**config.mk**
```make
export PLATFORM = sky130hd
export DESIGN_NAME = e1_interrupt_mask_and_code_detect
export DESIGN_NICKNAME = d
export VERILOG_FILES = /design/src/core/e1_irq_pkg.sv /design/src/core/e1_interrupt_mask_and_code_detect.sv
export VERILOG_INCLUDE_DIRS = /design/src /design/src/core
export SDC_FILE = /design/constraint.sdc
export NUM_CORES = 1
export LEC_CHECK = 0
export BUFFER_PORTS_ARGS = -buffer_cell sky130_fd_sc_hd__buf_2
export CAP_MARGIN = 40
export CORE_MARGIN = 2
export CORE_UTILIZATION = 35
export CTS_BUF_LIST = sky130_fd_sc_hd__clkbuf_8
export DETAILED_ROUTE_END_ITERATION = 10
export PLACE_DENSITY = 0.62
export SYNTH_ARGS = -nofsm -noshare
export SYNTH_HDL_FRONTEND = slang
export SYNTH_SLANG_ARGS = --single-unit
```
**constraint.sdc**
```tcl
create_clock -name i_ref_clk -period 2.5 [get_ports i_ref_clk]
set_input_delay 0.125 -clock i_ref_clk [delete_from_list [all_inputs] [get_ports i_ref_clk]]
set_output_delay 0.125 -clock i_ref_clk [all_outputs]
set_load 0.1 [all_outputs]
```
**src/core/e1_irq_defs.svh**
```systemverilog
`ifndef E1_IRQ_DEFS_SVH
`define E1_IRQ_DEFS_SVH

`define ADDR_W 8
`define DATA_W 8

`define OFF_PATTERN 8'h18
`define OFF_BITMASK 8'h19
`define OFF_CTRL 8'h1A
`define OFF_MASK0 8'h1B
`define OFF_MASK1 8'h1C
`define OFF_ARM 8'h20
`define OFF_PEND0 8'h21
`define OFF_PEND1 8'h22
`define OFF_PENDM 8'h23
`define OFF_VECTOR 8'h24

`define RST_PATTERN 8'h00
`define RST_BITMASK 8'h00
`define RST_CTRL 8'h00
`define RST_MASK0 8'h00
`define RST_MASK1 8'h00

`define CTRL_USED 8'hDC
`define MASK1_USED 8'hFD

`define CTRL_BUF_BIT 7
`define CTRL_SUSP_BIT 6
`define CTRL_TXSIG_BIT 4
`define CTRL_REGSIG_BIT 3
`define CTRL_BERSRC_BIT 2

`define ARM_GO_BIT 0
`define ARM_EN_BIT 1

`define VEC_SYNC 8'h80
`define VEC_ALARM 8'h40
`define VEC_ERROR 8'h20
`define VEC_WRAP 8'h10
`define VEC_SLIP 8'h04
`define VEC_MATCH 8'h02
`define VEC_SIG 8'h01

`endif

```
**src/core/e1_irq_pkg.sv**
```systemverilog
package e1_irq_pkg;
  typedef logic [7:0] byte_t;
  typedef enum logic [1:0] {
    DET_IDLE,
    DET_ARMED,
    DET_DONE
  } det_state_t;
endpackage

```
**src/core/e1_interrupt_mask_and_code_detect.sv**
```systemverilog
// Implementation choice: the strobed register port.
`include "e1_irq_defs.svh"

module e1_interrupt_mask_and_code_detect
  import e1_irq_pkg::*;
(
  input wire logic i_ref_clk,
  input wire logic i_rst_b,
  input wire logic [7:0] i_addr,
  input wire logic [7:0] i_wr_data,
  input wire logic i_wr_stb,
  input wire logic i_rd_stb,
  output logic [7:0] o_rd_data,
  input wire logic [7:0] i_evt_word0,
  input wire logic [7:0] i_evt_word1,
  input wire logic [7:0] i_rx_slot_data,
  input wire logic i_rx_slot_valid,
  input wire logic i_slot_detect_select,
  input wire logic i_serial_control_mode,
  output logic o_single_frame_buffer_sel,
  output logic o_transmit_signalling_mode,
  output logic o_register_signalling_sel,
  output logic o_bit_error_source_sel,
  output logic o_irq_b,
  output logic o_irq_oe
);

  // Class of each source; serves the vector readback, not the assertions
  function automatic byte_t vec_of(input byte_t p0, input byte_t p1,
                                   input logic pm);
    byte_t v;
    v = 8'h00;
    if (p0[7]) v = v | `VEC_SYNC;
    if (|p0[6:3]) v = v | `VEC_ALARM;
    if (p0[2]) v = v | `VEC_ERROR;
    if (p0[1]) v = v | `VEC_WRAP;
    if (p0[0]) v = v | `VEC_SLIP;
    if (|p1[7:2]) v = v | `VEC_ERROR;
    if (p1[0]) v = v | `VEC_SIG;
    if (pm) v = v | `VEC_MATCH;
    return v;
  endfunction

  function automatic logic hit(input byte_t data, input byte_t pat,
                               input byte_t msk);
    return ((data ^ pat) & msk) == 8'h00;
  endfunction

  byte_t pattern_q, pattern_d;
  byte_t bitmask_q, bitmask_d;
  byte_t ctrl_q, ctrl_d;
  byte_t mask0_q, mask0_d;
  byte_t mask1_q, mask1_d;
  logic arm_bit_q, arm_bit_d;
  logic match_en_q, match_en_d;
  byte_t pend0_q, pend0_d;
  byte_t pend1_q, pend1_d;
  logic pendm_q, pendm_d;
  det_state_t det_q, det_d;
  byte_t rd_q, rd_d;
  logic irq_oe_q, irq_oe_d;
  logic irq_b_q, irq_b_d;
  logic buf_q, buf_d;
  logic txsig_q, txsig_d;
  logic regsig_q, regsig_d;
  logic bersrc_q, bersrc_d;

  logic suspend;
  byte_t en0;
  byte_t en1;
  logic match_evt;
  logic wr_pend0;
  logic wr_pend1;
  logic wr_pendm;

  assign suspend = ctrl_q[`CTRL_SUSP_BIT];
  assign en0 = ~mask0_q;
  assign en1 = mask1_q & `MASK1_USED;
  assign wr_pend0 = i_wr_stb && i_addr == `OFF_PEND0;
  assign wr_pend1 = i_wr_stb && i_addr == `OFF_PEND1;
  assign wr_pendm = i_wr_stb && i_addr == `OFF_PENDM;
  // A match is a one-shot per arming
  assign match_evt = det_q == DET_ARMED && i_rx_slot_valid &&
                     i_slot_detect_select &&
                     hit(i_rx_slot_data, pattern_q, bitmask_q);

  // Register writes
  always_comb begin
    pattern_d = pattern_q;
    bitmask_d = bitmask_q;
    ctrl_d = ctrl_q;
    mask0_d = mask0_q;
    mask1_d = mask1_q;
    arm_bit_d = arm_bit_q;
    match_en_d = match_en_q;
    if (i_wr_stb) begin
      case (i_addr)
        `OFF_PATTERN: pattern_d = i_wr_data;
        `OFF_BITMASK: bitmask_d = i_wr_data;
        `OFF_CTRL: ctrl_d = i_wr_data & `CTRL_USED;
        `OFF_MASK0: mask0_d = i_wr_data;
        `OFF_MASK1: mask1_d = i_wr_data & `MASK1_USED;
        `OFF_ARM: begin
          arm_bit_d = i_wr_data[`ARM_GO_BIT];
          match_en_d = i_wr_data[`ARM_EN_BIT];
        end
        default: ;
      endcase
    end
  end

  always_ff @(posedge i_ref_clk or negedge i_rst_b) begin
    if (!i_rst_b) begin
      pattern_q <= `RST_PATTERN;
      bitmask_q <= `RST_BITMASK;
      ctrl_q <= `RST_CTRL;
      mask0_q <= `RST_MASK0;
      mask1_q <= `RST_MASK1;
      arm_bit_q <= 1'b0;
      match_en_q <= 1'b0;
    end else begin
      pattern_q <= pattern_d;
      bitmask_q <= bitmask_d;
      ctrl_q <= ctrl_d;
      mask0_q <= mask0_d;
      mask1_q <= mask1_d;
      arm_bit_q <= arm_bit_d;
      match_en_q <= match_en_d;
    end
  end

  // Code detector: only a rising arm bit restarts the search
  always_comb begin
    det_d = det_q;
    case (det_q)
      DET_IDLE: if (arm_bit_d && !arm_bit_q) det_d = DET_ARMED;
      DET_ARMED: begin
        if (!arm_bit_q) det_d = DET_IDLE;
        else if (match_evt) det_d = DET_DONE;
      end
      DET_DONE: if (!arm_bit_q) det_d = DET_IDLE;
      default: det_d = DET_IDLE;
    endcase
  end

  always_ff @(posedge i_ref_clk or negedge i_rst_b) begin
    if (!i_rst_b) det_q <= DET_IDLE;
    else det_q <= det_d;
  end

  // Pending flags: a new event beats a same-cycle clear.
  // Suspend blocks new events so that nothing queues behind it.
  always_comb begin
    pend0_d = pend0_q;
    pend1_d = pend1_q;
    pendm_d = pendm_q;
    if (wr_pend0) pend0_d = pend0_d & ~i_wr_data;
    if (wr_pend1) pend1_d = pend1_d & ~i_wr_data;
    if (wr_pendm && i_wr_data[0]) pendm_d = 1'b0;
    if (!suspend) begin
      pend0_d = pend0_d | (i_evt_word0 & en0);
      pend1_d = pend1_d | (i_evt_word1 & en1);
      if (match_evt && match_en_q) pendm_d = 1'b1;
    end
  end

  always_ff @(posedge i_ref_clk or negedge i_rst_b) begin
    if (!i_rst_b) begin
      pend0_q <= 8'h00;
      pend1_q <= 8'h00;
      pendm_q <= 1'b0;
    end else begin
      pend0_q <= pend0_d;
      pend1_q <= pend1_d;
      pendm_q <= pendm_d;
    end
  end

  // Outputs and read data
  always_comb begin
    irq_oe_d = !suspend &&
               ((|(pend0_q & en0)) || (|(pend1_q & en1)) ||
                (pendm_q && match_en_q));
    buf_d = ctrl_q[`CTRL_BUF_BIT];
    txsig_d = ctrl_q[`CTRL_TXSIG_BIT];
    regsig_d = ctrl_q[`CTRL_REGSIG_BIT] && !i_serial_control_mode;
    bersrc_d = ctrl_q[`CTRL_BERSRC_BIT];
    irq_b_d = 1'b0;
    rd_d = 8'h00;
    if (i_rd_stb) begin
      case (i_addr)
        `OFF_PATTERN: rd_d = pattern_q;
        `OFF_BITMASK: rd_d = bitmask_q;
        `OFF_CTRL: rd_d = ctrl_q;
        `OFF_MASK0: rd_d = mask0_q;
        `OFF_MASK1: rd_d = mask1_q;
        `OFF_ARM: rd_d = {6'h00, match_en_q, arm_bit_q};
        `OFF_PEND0: rd_d = pend0_q;
        `OFF_PEND1: rd_d = pend1_q;
        `OFF_PENDM: rd_d = {6'h00, det_q == DET_ARMED, pendm_q};
        `OFF_VECTOR: rd_d = vec_of(pend0_q & en0, pend1_q & en1,
                                   pendm_q && match_en_q);
        default: rd_d = 8'h00;
      endcase
    end
  end

  always_ff @(posedge i_ref_clk or negedge i_rst_b) begin
    if (!i_rst_b) begin
      rd_q <= 8'h00;
      irq_oe_q <= 1'b0;
      buf_q <= 1'b0;
      txsig_q <= 1'b0;
      regsig_q <= 1'b0;
      bersrc_q <= 1'b0;
      irq_b_q <= 1'b0;
    end else begin
      rd_q <= rd_d;
      irq_oe_q <= irq_oe_d;
      buf_q <= buf_d;
      txsig_q <= txsig_d;
      regsig_q <= regsig_d;
      bersrc_q <= bersrc_d;
      irq_b_q <= irq_b_d;
    end
  end

  // Open-drain request: the pin only ever pulls low
  assign o_irq_b = irq_b_q;
  assign o_irq_oe = irq_oe_q;
  assign o_rd_data = rd_q;
  assign o_single_frame_buffer_sel = buf_q;
  assign o_transmit_signalling_mode = txsig_q;
  assign o_register_signalling_sel = regsig_q;
  assign o_bit_error_source_sel = bersrc_q;

  match_sets_flag_a: assert property (
    @(posedge i_ref_clk) disable iff (!i_rst_b)
    match_evt && match_en_q && !suspend |=> pendm_q)
    else $error("pattern match did not set its flag");

  masked_bit_ignored_a: assert property (
    @(posedge i_ref_clk) disable iff (!i_rst_b)
    det_q == DET_ARMED && i_rx_slot_valid && i_slot_detect_select &&
    bitmask_q == 8'h00 |=> det_q != DET_ARMED)
    else $error("fully masked compare failed to match");

  buffer_select_a: assert property (
    @(posedge i_ref_clk) disable iff (!i_rst_b)
    ##1 o_single_frame_buffer_sel == $past(ctrl_q[7]))
    else $error("buffer select does not follow control");

  suspend_releases_a: assert property (
    @(posedge i_ref_clk) disable iff (!i_rst_b)
    suspend ##1 suspend |->
    !o_irq_oe && (pend0_q & ~$past(pend0_q)) == 8'h00)
    else $error("request active or flag set while suspended");

  regsig_serial_a: assert property (
    @(posedge i_ref_clk) disable iff (!i_rst_b)
    i_serial_control_mode |=> !o_register_signalling_sel)
    else $error("register signalling active in serial mode");

  mask0_enable_a: assert property (
    @(posedge i_ref_clk) disable iff (!i_rst_b)
    !suspend && i_evt_word0[7] && !mask0_q[7] |=> pend0_q[7])
    else $error("enabled word zero source not latched");

  mask1_disable_a: assert property (
    @(posedge i_ref_clk) disable iff (!i_rst_b)
    !pend1_q[0] && !mask1_q[0] |=> !pend1_q[0])
    else $error("disabled word one source latched");

  sync_vector_a: assert property (
    @(posedge i_ref_clk) disable iff (!i_rst_b)
    i_rd_stb && i_addr == `OFF_VECTOR && pend0_q[7] && en0[7]
    |=> o_rd_data[7])
    else $error("sync loss vector missing");

  irq_follows_pend_a: assert property (
    @(posedge i_ref_clk) disable iff (!i_rst_b)
    !suspend && (|(pend1_q & en1)) |=> o_irq_oe)
    else $error("request not raised for pending source");

  single_match_a: assert property (
    @(posedge i_ref_clk) disable iff (!i_rst_b)
    det_q == DET_DONE && arm_bit_q |=> det_q != DET_ARMED)
    else $error("detector rearmed without new arm edge");

  unselected_slot_a: assert property (
    @(posedge i_ref_clk) disable iff (!i_rst_b)
    det_q == DET_ARMED && arm_bit_q && !i_slot_detect_select
    |=> det_q == DET_ARMED)
    else $error("unselected slot ended the search");

  mismatch_kept_a: assert property (
    @(posedge i_ref_clk) disable iff (!i_rst_b)
    det_q == DET_ARMED && arm_bit_q && i_rx_slot_valid &&
    ((i_rx_slot_data ^ pattern_q) & bitmask_q) != 8'h00
    |=> det_q == DET_ARMED)
    else $error("mismatching slot ended the search");

  suspend_no_match_a: assert property (
    @(posedge i_ref_clk) disable iff (!i_rst_b)
    suspend && !pendm_q |=> !pendm_q)
    else $error("match flag set while suspended");

  txsig_follows_a: assert property (
    @(posedge i_ref_clk) disable iff (!i_rst_b)
    1'b1 |=> o_transmit_signalling_mode == $past(ctrl_q[4]))
    else $error("signalling mode does not follow control");

  regsig_follows_a: assert property (
    @(posedge i_ref_clk) disable iff (!i_rst_b)
    !i_serial_control_mode |=> o_register_signalling_sel == $past(ctrl_q[3]))
    else $error("signalling source does not follow control");

  bersrc_follows_a: assert property (
    @(posedge i_ref_clk) disable iff (!i_rst_b)
    1'b1 |=> o_bit_error_source_sel == $past(ctrl_q[2]))
    else $error("error source does not follow control");

  mask0_disable_a: assert property (
    @(posedge i_ref_clk) disable iff (!i_rst_b)
    !pend0_q[2] && mask0_q[2] |=> !pend0_q[2])
    else $error("disabled word zero source latched");

  mask1_enable_a: assert property (
    @(posedge i_ref_clk) disable iff (!i_rst_b)
    !suspend && i_evt_word1[0] && mask1_q[0] |=> pend1_q[0])
    else $error("enabled word one source not latched");

  alarm_vector_a: assert property (
    @(posedge i_ref_clk) disable iff (!i_rst_b)
    i_rd_stb && i_addr == `OFF_VECTOR && |(pend0_q[6:3] & en0[6:3])
    |=> o_rd_data[6])
    else $error("alarm vector missing");

  frame_err_vec_a: assert property (
    @(posedge i_ref_clk) disable iff (!i_rst_b)
    i_rd_stb && i_addr == `OFF_VECTOR && pend0_q[2] && en0[2]
    |=> o_rd_data[5])
    else $error("framing error vector missing");

  wrap_vector_a: assert property (
    @(posedge i_ref_clk) disable iff (!i_rst_b)
    i_rd_stb && i_addr == `OFF_VECTOR && pend0_q[1] && en0[1]
    |=> o_rd_data[4])
    else $error("counter wrap vector missing");

  slip_vector_a: assert property (
    @(posedge i_ref_clk) disable iff (!i_rst_b)
    i_rd_stb && i_addr == `OFF_VECTOR && pend0_q[0] && en0[0]
    |=> o_rd_data[2])
    else $error("slip vector missing");

  crc_vector_a: assert property (
    @(posedge i_ref_clk) disable iff (!i_rst_b)
    i_rd_stb && i_addr == `OFF_VECTOR && |(pend1_q[7:6] & en1[7:6])
    |=> o_rd_data[5])
    else $error("crc error vector missing");

  double_fas_vec_a: assert property (
    @(posedge i_ref_clk) disable iff (!i_rst_b)
    i_rd_stb && i_addr == `OFF_VECTOR && pend1_q[5] && en1[5]
    |=> o_rd_data[5])
    else $error("double framing error vector missing");

  error_event_vec_a: assert property (
    @(posedge i_ref_clk) disable iff (!i_rst_b)
    i_rd_stb && i_addr == `OFF_VECTOR && |(pend1_q[4:2] & en1[4:2])
    |=> o_rd_data[5])
    else $error("error event vector missing");

  signal_vector_a: assert property (
    @(posedge i_ref_clk) disable iff (!i_rst_b)
    i_rd_stb && i_addr == `OFF_VECTOR && pend1_q[0] && en1[0]
    |=> o_rd_data[0])
    else $error("signalling change vector missing");

  irq_idle_a: assert property (
    @(posedge i_ref_clk) disable iff (!i_rst_b)
    !(|(pend0_q & en0)) && !(|(pend1_q & en1)) &&
    !(pendm_q && match_en_q) |=> !o_irq_oe)
    else $error("request raised with nothing pending");

  arm_edge_only_a: assert property (
    @(posedge i_ref_clk) disable iff (!i_rst_b)
    det_q == DET_IDLE && !(i_wr_stb && i_addr == `OFF_ARM)
    |=> det_q == DET_IDLE)
    else $error("detector armed without arm write");

endmodule

```
Yosys cells after proc, flatten, opt, wreduce, memory -nomap -nowiden:

Cells that the tools add are included.

* flip-flop bits (word level): 70
* input port bits: 47
* output and inout bits: 14
* logic and storage cells: 98

* equal/unequal tests: 15
* multiplexer cells: 24
* bitwise gates (word level): 12
* reductions and logical operators: 30

Operator list (count)
* $pmux 8 s10: 1
* $and 8x8->8: 7
* $mux 8: 6
* $eq 8x5->1 const B: 5
* $eq 8x6->1 const B: 5
* $not 8->8: 2
* $or 8x8->8: 2
* $reduce_or 8->1: 2
* $logic_and 1x1->1: 12
* $mux 6: 2
* $reduce_and 2->1: 6
* $mux 2: 5
* $logic_not 8->1: 1
* $xor 8x8->8: 1
* $mux 7: 1
* $mux 1: 6
* $pmux 2 s3: 1
* $reduce_or 6->1: 1
* $mux 5: 1
* $ne 2x2->1 const B: 2
* $reduce_or 4->1: 1
* $logic_not 1->1: 3
* $mux 3: 1
* $ne 3x3->1 const B: 1
* other kinds (5): 6

Longest topological paths before layout:

* word-level depth: 12
* depth in mapped cells: 7

Worst setup path before layout:

Ideal clock, no wire load.

* path kind: input -> register
* start: input i_addr[5]
* end: register bitmask_q[0]
* arrival time: 1.382 ns
* slack: 0.993 ns
* stages on the path: 6
* path buffers: 1
* path through: nor4b_4 nand2_2 nor2_4 and3_1 buf_4 mux2_2

* cells in the longest elaborated chain, start to end: 2

RTL lines
* start: declaration: line e1_interrupt_mask_and_code_detect.sv:9 `input wire logic [7:0] i_addr,`
* $eq 8x5->1: line e1_interrupt_mask_and_code_detect.sv:97 `case (i_addr)`
* $reduce_and 2->1 (no line)
* end signal: assignment: line e1_interrupt_mask_and_code_detect.sv:115 `` bitmask_q <= `RST_BITMASK; ``
* end signal: assignment: line e1_interrupt_mask_and_code_detect.sv:123 `bitmask_q <= bitmask_d;`
* end: declaration: line e1_interrupt_mask_and_code_detect.sv:50 `byte_t bitmask_q, bitmask_d;`

Every way passes these cells.
A chain may end at the register's enable or synchronous reset.

Worst setup path after layout:

* start: register pattern_q[5]
* end: register pendm_q

* cells in the longest elaborated chain, start to end: 7

RTL lines
* start: declaration: line e1_interrupt_mask_and_code_detect.sv:49 `byte_t pattern_q, pattern_d;`
* start signal: assignment: line e1_interrupt_mask_and_code_detect.sv:114 `` pattern_q <= `RST_PATTERN; ``
* start signal: assignment: line e1_interrupt_mask_and_code_detect.sv:122 `pattern_q <= pattern_d;`
* $xor 8x8->8: line e1_interrupt_mask_and_code_detect.sv:46 `return ((data ^ pat) & msk) == 8'h00;`
* $and 8x8->8: line e1_interrupt_mask_and_code_detect.sv:46
* $logic_not 8->1: line e1_interrupt_mask_and_code_detect.sv:46
* $logic_and 1x1->1: line e1_interrupt_mask_and_code_detect.sv:84 `i_slot_detect_select &&`
* $logic_and 1x1->1: line e1_interrupt_mask_and_code_detect.sv:163 `if (match_evt && match_en_q) pendm_d = 1'b1;`
* $mux 1: line e1_interrupt_mask_and_code_detect.sv:163
* $mux 1: line e1_interrupt_mask_and_code_detect.sv:160 `if (!suspend) begin`
* net pendm_d: line e1_interrupt_mask_and_code_detect.sv:58 `logic pendm_q, pendm_d;`
* end signal: assignment: line e1_interrupt_mask_and_code_detect.sv:175 `pendm_q <= pendm_d;`
* end: declaration: line e1_interrupt_mask_and_code_detect.sv:58

The timed path passes the listed nets, and every way through them passes these cells.

==> run summary <==
Top Ports -> 61
CP endpoint kind -> flip-flop
Die Footprint -> 10930 um2
Final Non-Filler Cells -> 499
routed wire length -> 9757 um
Initial Util -> 36.20%
Final setup viols -> 0
Hold WC Path Type -> in -> reg
via/cell ratio -> 5.569
DRC viols -> 0
Post-synth top cells -> 70 x dfrtp_1, 34 x mux2_2, 29 x nand2_1
relative slew slack -> 45.35%
Final #Nets -> 410
min-delay src -> i_evt_word0[6]
crit start category -> flip-flop
maxcap violations -> 0
TritonRoute pass-1 iters -> 5
fraction of layout cells with a size suffix above 1 -> 34.43%
Die X -> 104.5 um
Slew @ Worst Pin -> 0.7990 ns
largest net degree at the start of global routing -> 38
fillers -> 971
critical path peak fanout -> 3
Clock Latency Late Sink -> 0.34 ns
CTS tree -> done
synthesis-to-layout area growth -> 16.94%
syn avg cell area -> 11.68 um2
Worst IR Drop VDD -> 0.0002286 V
RR Startpoint -> pattern_q[5]
Post-synth ARST share -> 100.0%
CTS buffer count -> 9
vias -> 2779
Sw Share -> 27.27%
GRT Total Usage -> 18.90%
htree depth -> 3
most frequent cell after synthesis -> dfrtp_1
Synth Warn # -> 0
Clk pwr share -> 32.2%
top post-synthesis cells by area -> dfrtp_1 50%, mux2_2 11%, a32o_1 4.0%
Yosys top cell area share -> 49.50%
RSZ-0062 raised after global routing -> no
status -> finished, final reports clean
number of inserted diodes -> 0
CTS sink count -> 70
core area -> 9774 um2
period utilization -> 79.02%
Clock Tree Root -> clkbuf_8
Cell Pwr Density -> 569.8 nW/um2
LEAKAGE -> 1.884 nW
wire per inst -> 19.55 um
Worst-path clk slew -> 0.07 ns
Synth cell types -> 46
Setup Fix Bufs, Post-CTS -> 0
multi-input combinational cell area -> 1667 um2
sequential fraction of the synthesis area -> 49.50%
Final Max Slew Viols -> 0
post-synthesis net count -> 350
CP Data Required Time -> 2.78 ns
1st-iter DRT viols -> 236
Post-DRT Antenna Nets -> 0
P_int -> 0.001715 W
crit path DAT -> 2.25 ns
IO buf count -> 58
number of synthesized flops with an enable pin -> 0
setup TNS -> 0 ns
area leader, netlist -> dfrtp_1
final hold violations -> 0
DP Wirelength -> 7105 um
GP Congestion -> 0.9035
global route overflow -> 0
initial antenna violation count -> 0
combinational share of power -> 13.3%
Clock Skews -> 0.008454 ns
Setup crit start -> pattern_q[5]
vertical die dimension -> 104.5 um
Placed Cells -> 483
Sequential Power Share -> 54.4%
Mapped Area -> 3538 um2
Top FF cell, synth -> dfrtp_1
CTS Hold Bufs -> 2
crit path time final -> 1.975 ns
CP Class -> reg -> reg
cell row count -> 36
Synth Instances -> 303
PostCTS Resize Cnt -> 0
Max clock buf depth -> 2
register area -> 1752 um2
first-pass GRT wire length -> 15970 um
switching power summed over all nets -> 0.0006430 W
f_max -> 0.5062 GHz
register bit total from synthesis -> 70
vias in the first global route -> 2829
worst paths after layout:
| kind | to | slack [ns] | cells past startpoint |
|---|---|---|---|
| worst max-delay path | pendm_q | 0.52 | 5 |
| worst min-delay path | pend0_q[6] | 0.01 | 2 |
| worst max register to register | pendm_q | 0.52 | 5 |
| worst min register to register | o_transmit_signalling_mode | 0.41 | 0 |
| max in group asynchronous | bitmask_q[4] | 1.41 | 3 |
| min in group asynchronous | pend1_q[0] | 0.42 | 2 |
metal layers:
| metal | track usage (%) | vias to the layer above | wire, um |
|---|---|---|---|
| li1 | - | 1247 | - |
| met1 | 27.75 | 1381 | 4497 |
| met2 | 28.20 | 137 | 4370 |
| met3 | 3.369 | 14 | 669 |
| met4 | 6.081 | 0 | 219 |
| met5 | 0 | - | 0 |
cell usage in the layout (no fill, tap or decap), types with 2 or more instances in the layout:
cell type,synthesis,layout
dfrtp_1,70,70
buf_2,9,58
mux2_2,34,34
nand2_1,29,29
nor2b_1,15,15
a32o_1,14,14
a22oi_1,12,12
a21oi_1,11,11
inv_1,8,10
clkbuf_8,0,10
a22o_1,9,9
and3_1,8,8
xor2_1,8,8
nand3_1,7,7
mux2_4,7,7
nor3_1,5,5
mux2i_1,5,5
buf_4,2,5
nor2_1,4,4
mux4_2,3,3
o2bb2ai_1,3,3
o21ai_0,3,3
nand4_1,3,3
a31oi_1,3,3
a2111oi_0,2,2
and2_1,2,2
a222oi_1,2,2
nand3b_1,2,2
clkinv_2,0,2
dlygate4sd3_1,0,2
final cells by class:
cell class | instances | area share, %
flip-flops and latches | 70 | 42.33
multi-input cells | 208 | 40.28
repair buffers | 66 | 8.890
well taps | 133 | 4.022
clock buffers | 10 | 3.326
inverters | 8 | 0.7257
clock inverters | 4 | 0.4233
worst max-delay path: stages (launching register included):
cell	delay, ns
dfrtp_1	0.42
xor2_1	0.18
a222oi_1	0.50
nand3_1	0.12
a211oi_1	0.45
a32o_1	0.24
sequential cells by signal, indices dropped and copies added (netlist names):
| register | count |
|---|---|
| o_single_frame_buffer_sel | 1 |
| o_irq_oe | 1 |
| pend1_q | 8 |
| mask1_q | 7 |
| match_en_q | 1 |
| ctrl_q | 5 |
| o_bit_error_source_sel | 1 |
| det_q | 2 |
| pattern_q | 8 |
| pend0_q | 8 |
| arm_bit_q | 1 |
| o_register_signalling_sel | 1 |
| o_transmit_signalling_mode | 1 |
| pendm_q | 1 |
| o_rd_data | 8 |
| mask0_q | 8 |
| bitmask_q | 8 |
power by group through the flow:
stage | registers (W) | clock network (W) | logic, W
finish | 0.00128 | 0.000760 | 0.000315
global route | 0.00129 | 0.000830 | 0.000343
CTS | 0.00128 | 0.000772 | 0.000316
detailed placement | 0.00130 | 0 | 0.000313
global placement | 0.00130 | 0 | 0.000306
floorplan | 0.00130 | 0 | 0.000165
cell families after synthesis:
kind of cell | Yosys count | synth area share [%]
multiplexers | 49 | 17.11
buffers and inverters | 25 | 3.394
AND/OR/NAND/NOR | 83 | 13.01
AO/OA/AOI/OAI | 67 | 14.89
other | 1 | 0.1060
XOR/XNOR | 8 | 1.980
flip-flops | 70 | 49.50
per-stage QoR:
stage          cell area (um2)  setup slack, ns  hold WS [ns]  total power [W]  utilization (%)
3_5_place_dp              3963           0.4648        0.2674         0.001615            40.54
4_1_cts                   4138           0.4997      0.006145         0.002369            42.33
3_3_place_gp              3963           0.4591        0.2518         0.001605            40.54
2_1_floorplan             3538           0.9935       -0.1706         0.001466                -
6_report                  4138           0.5246       0.01226         0.002358            42.33
5_1_grt                   4138           0.3899       0.01674         0.002466            42.33
No activity file was read; power rests on OpenSTA's default activity.
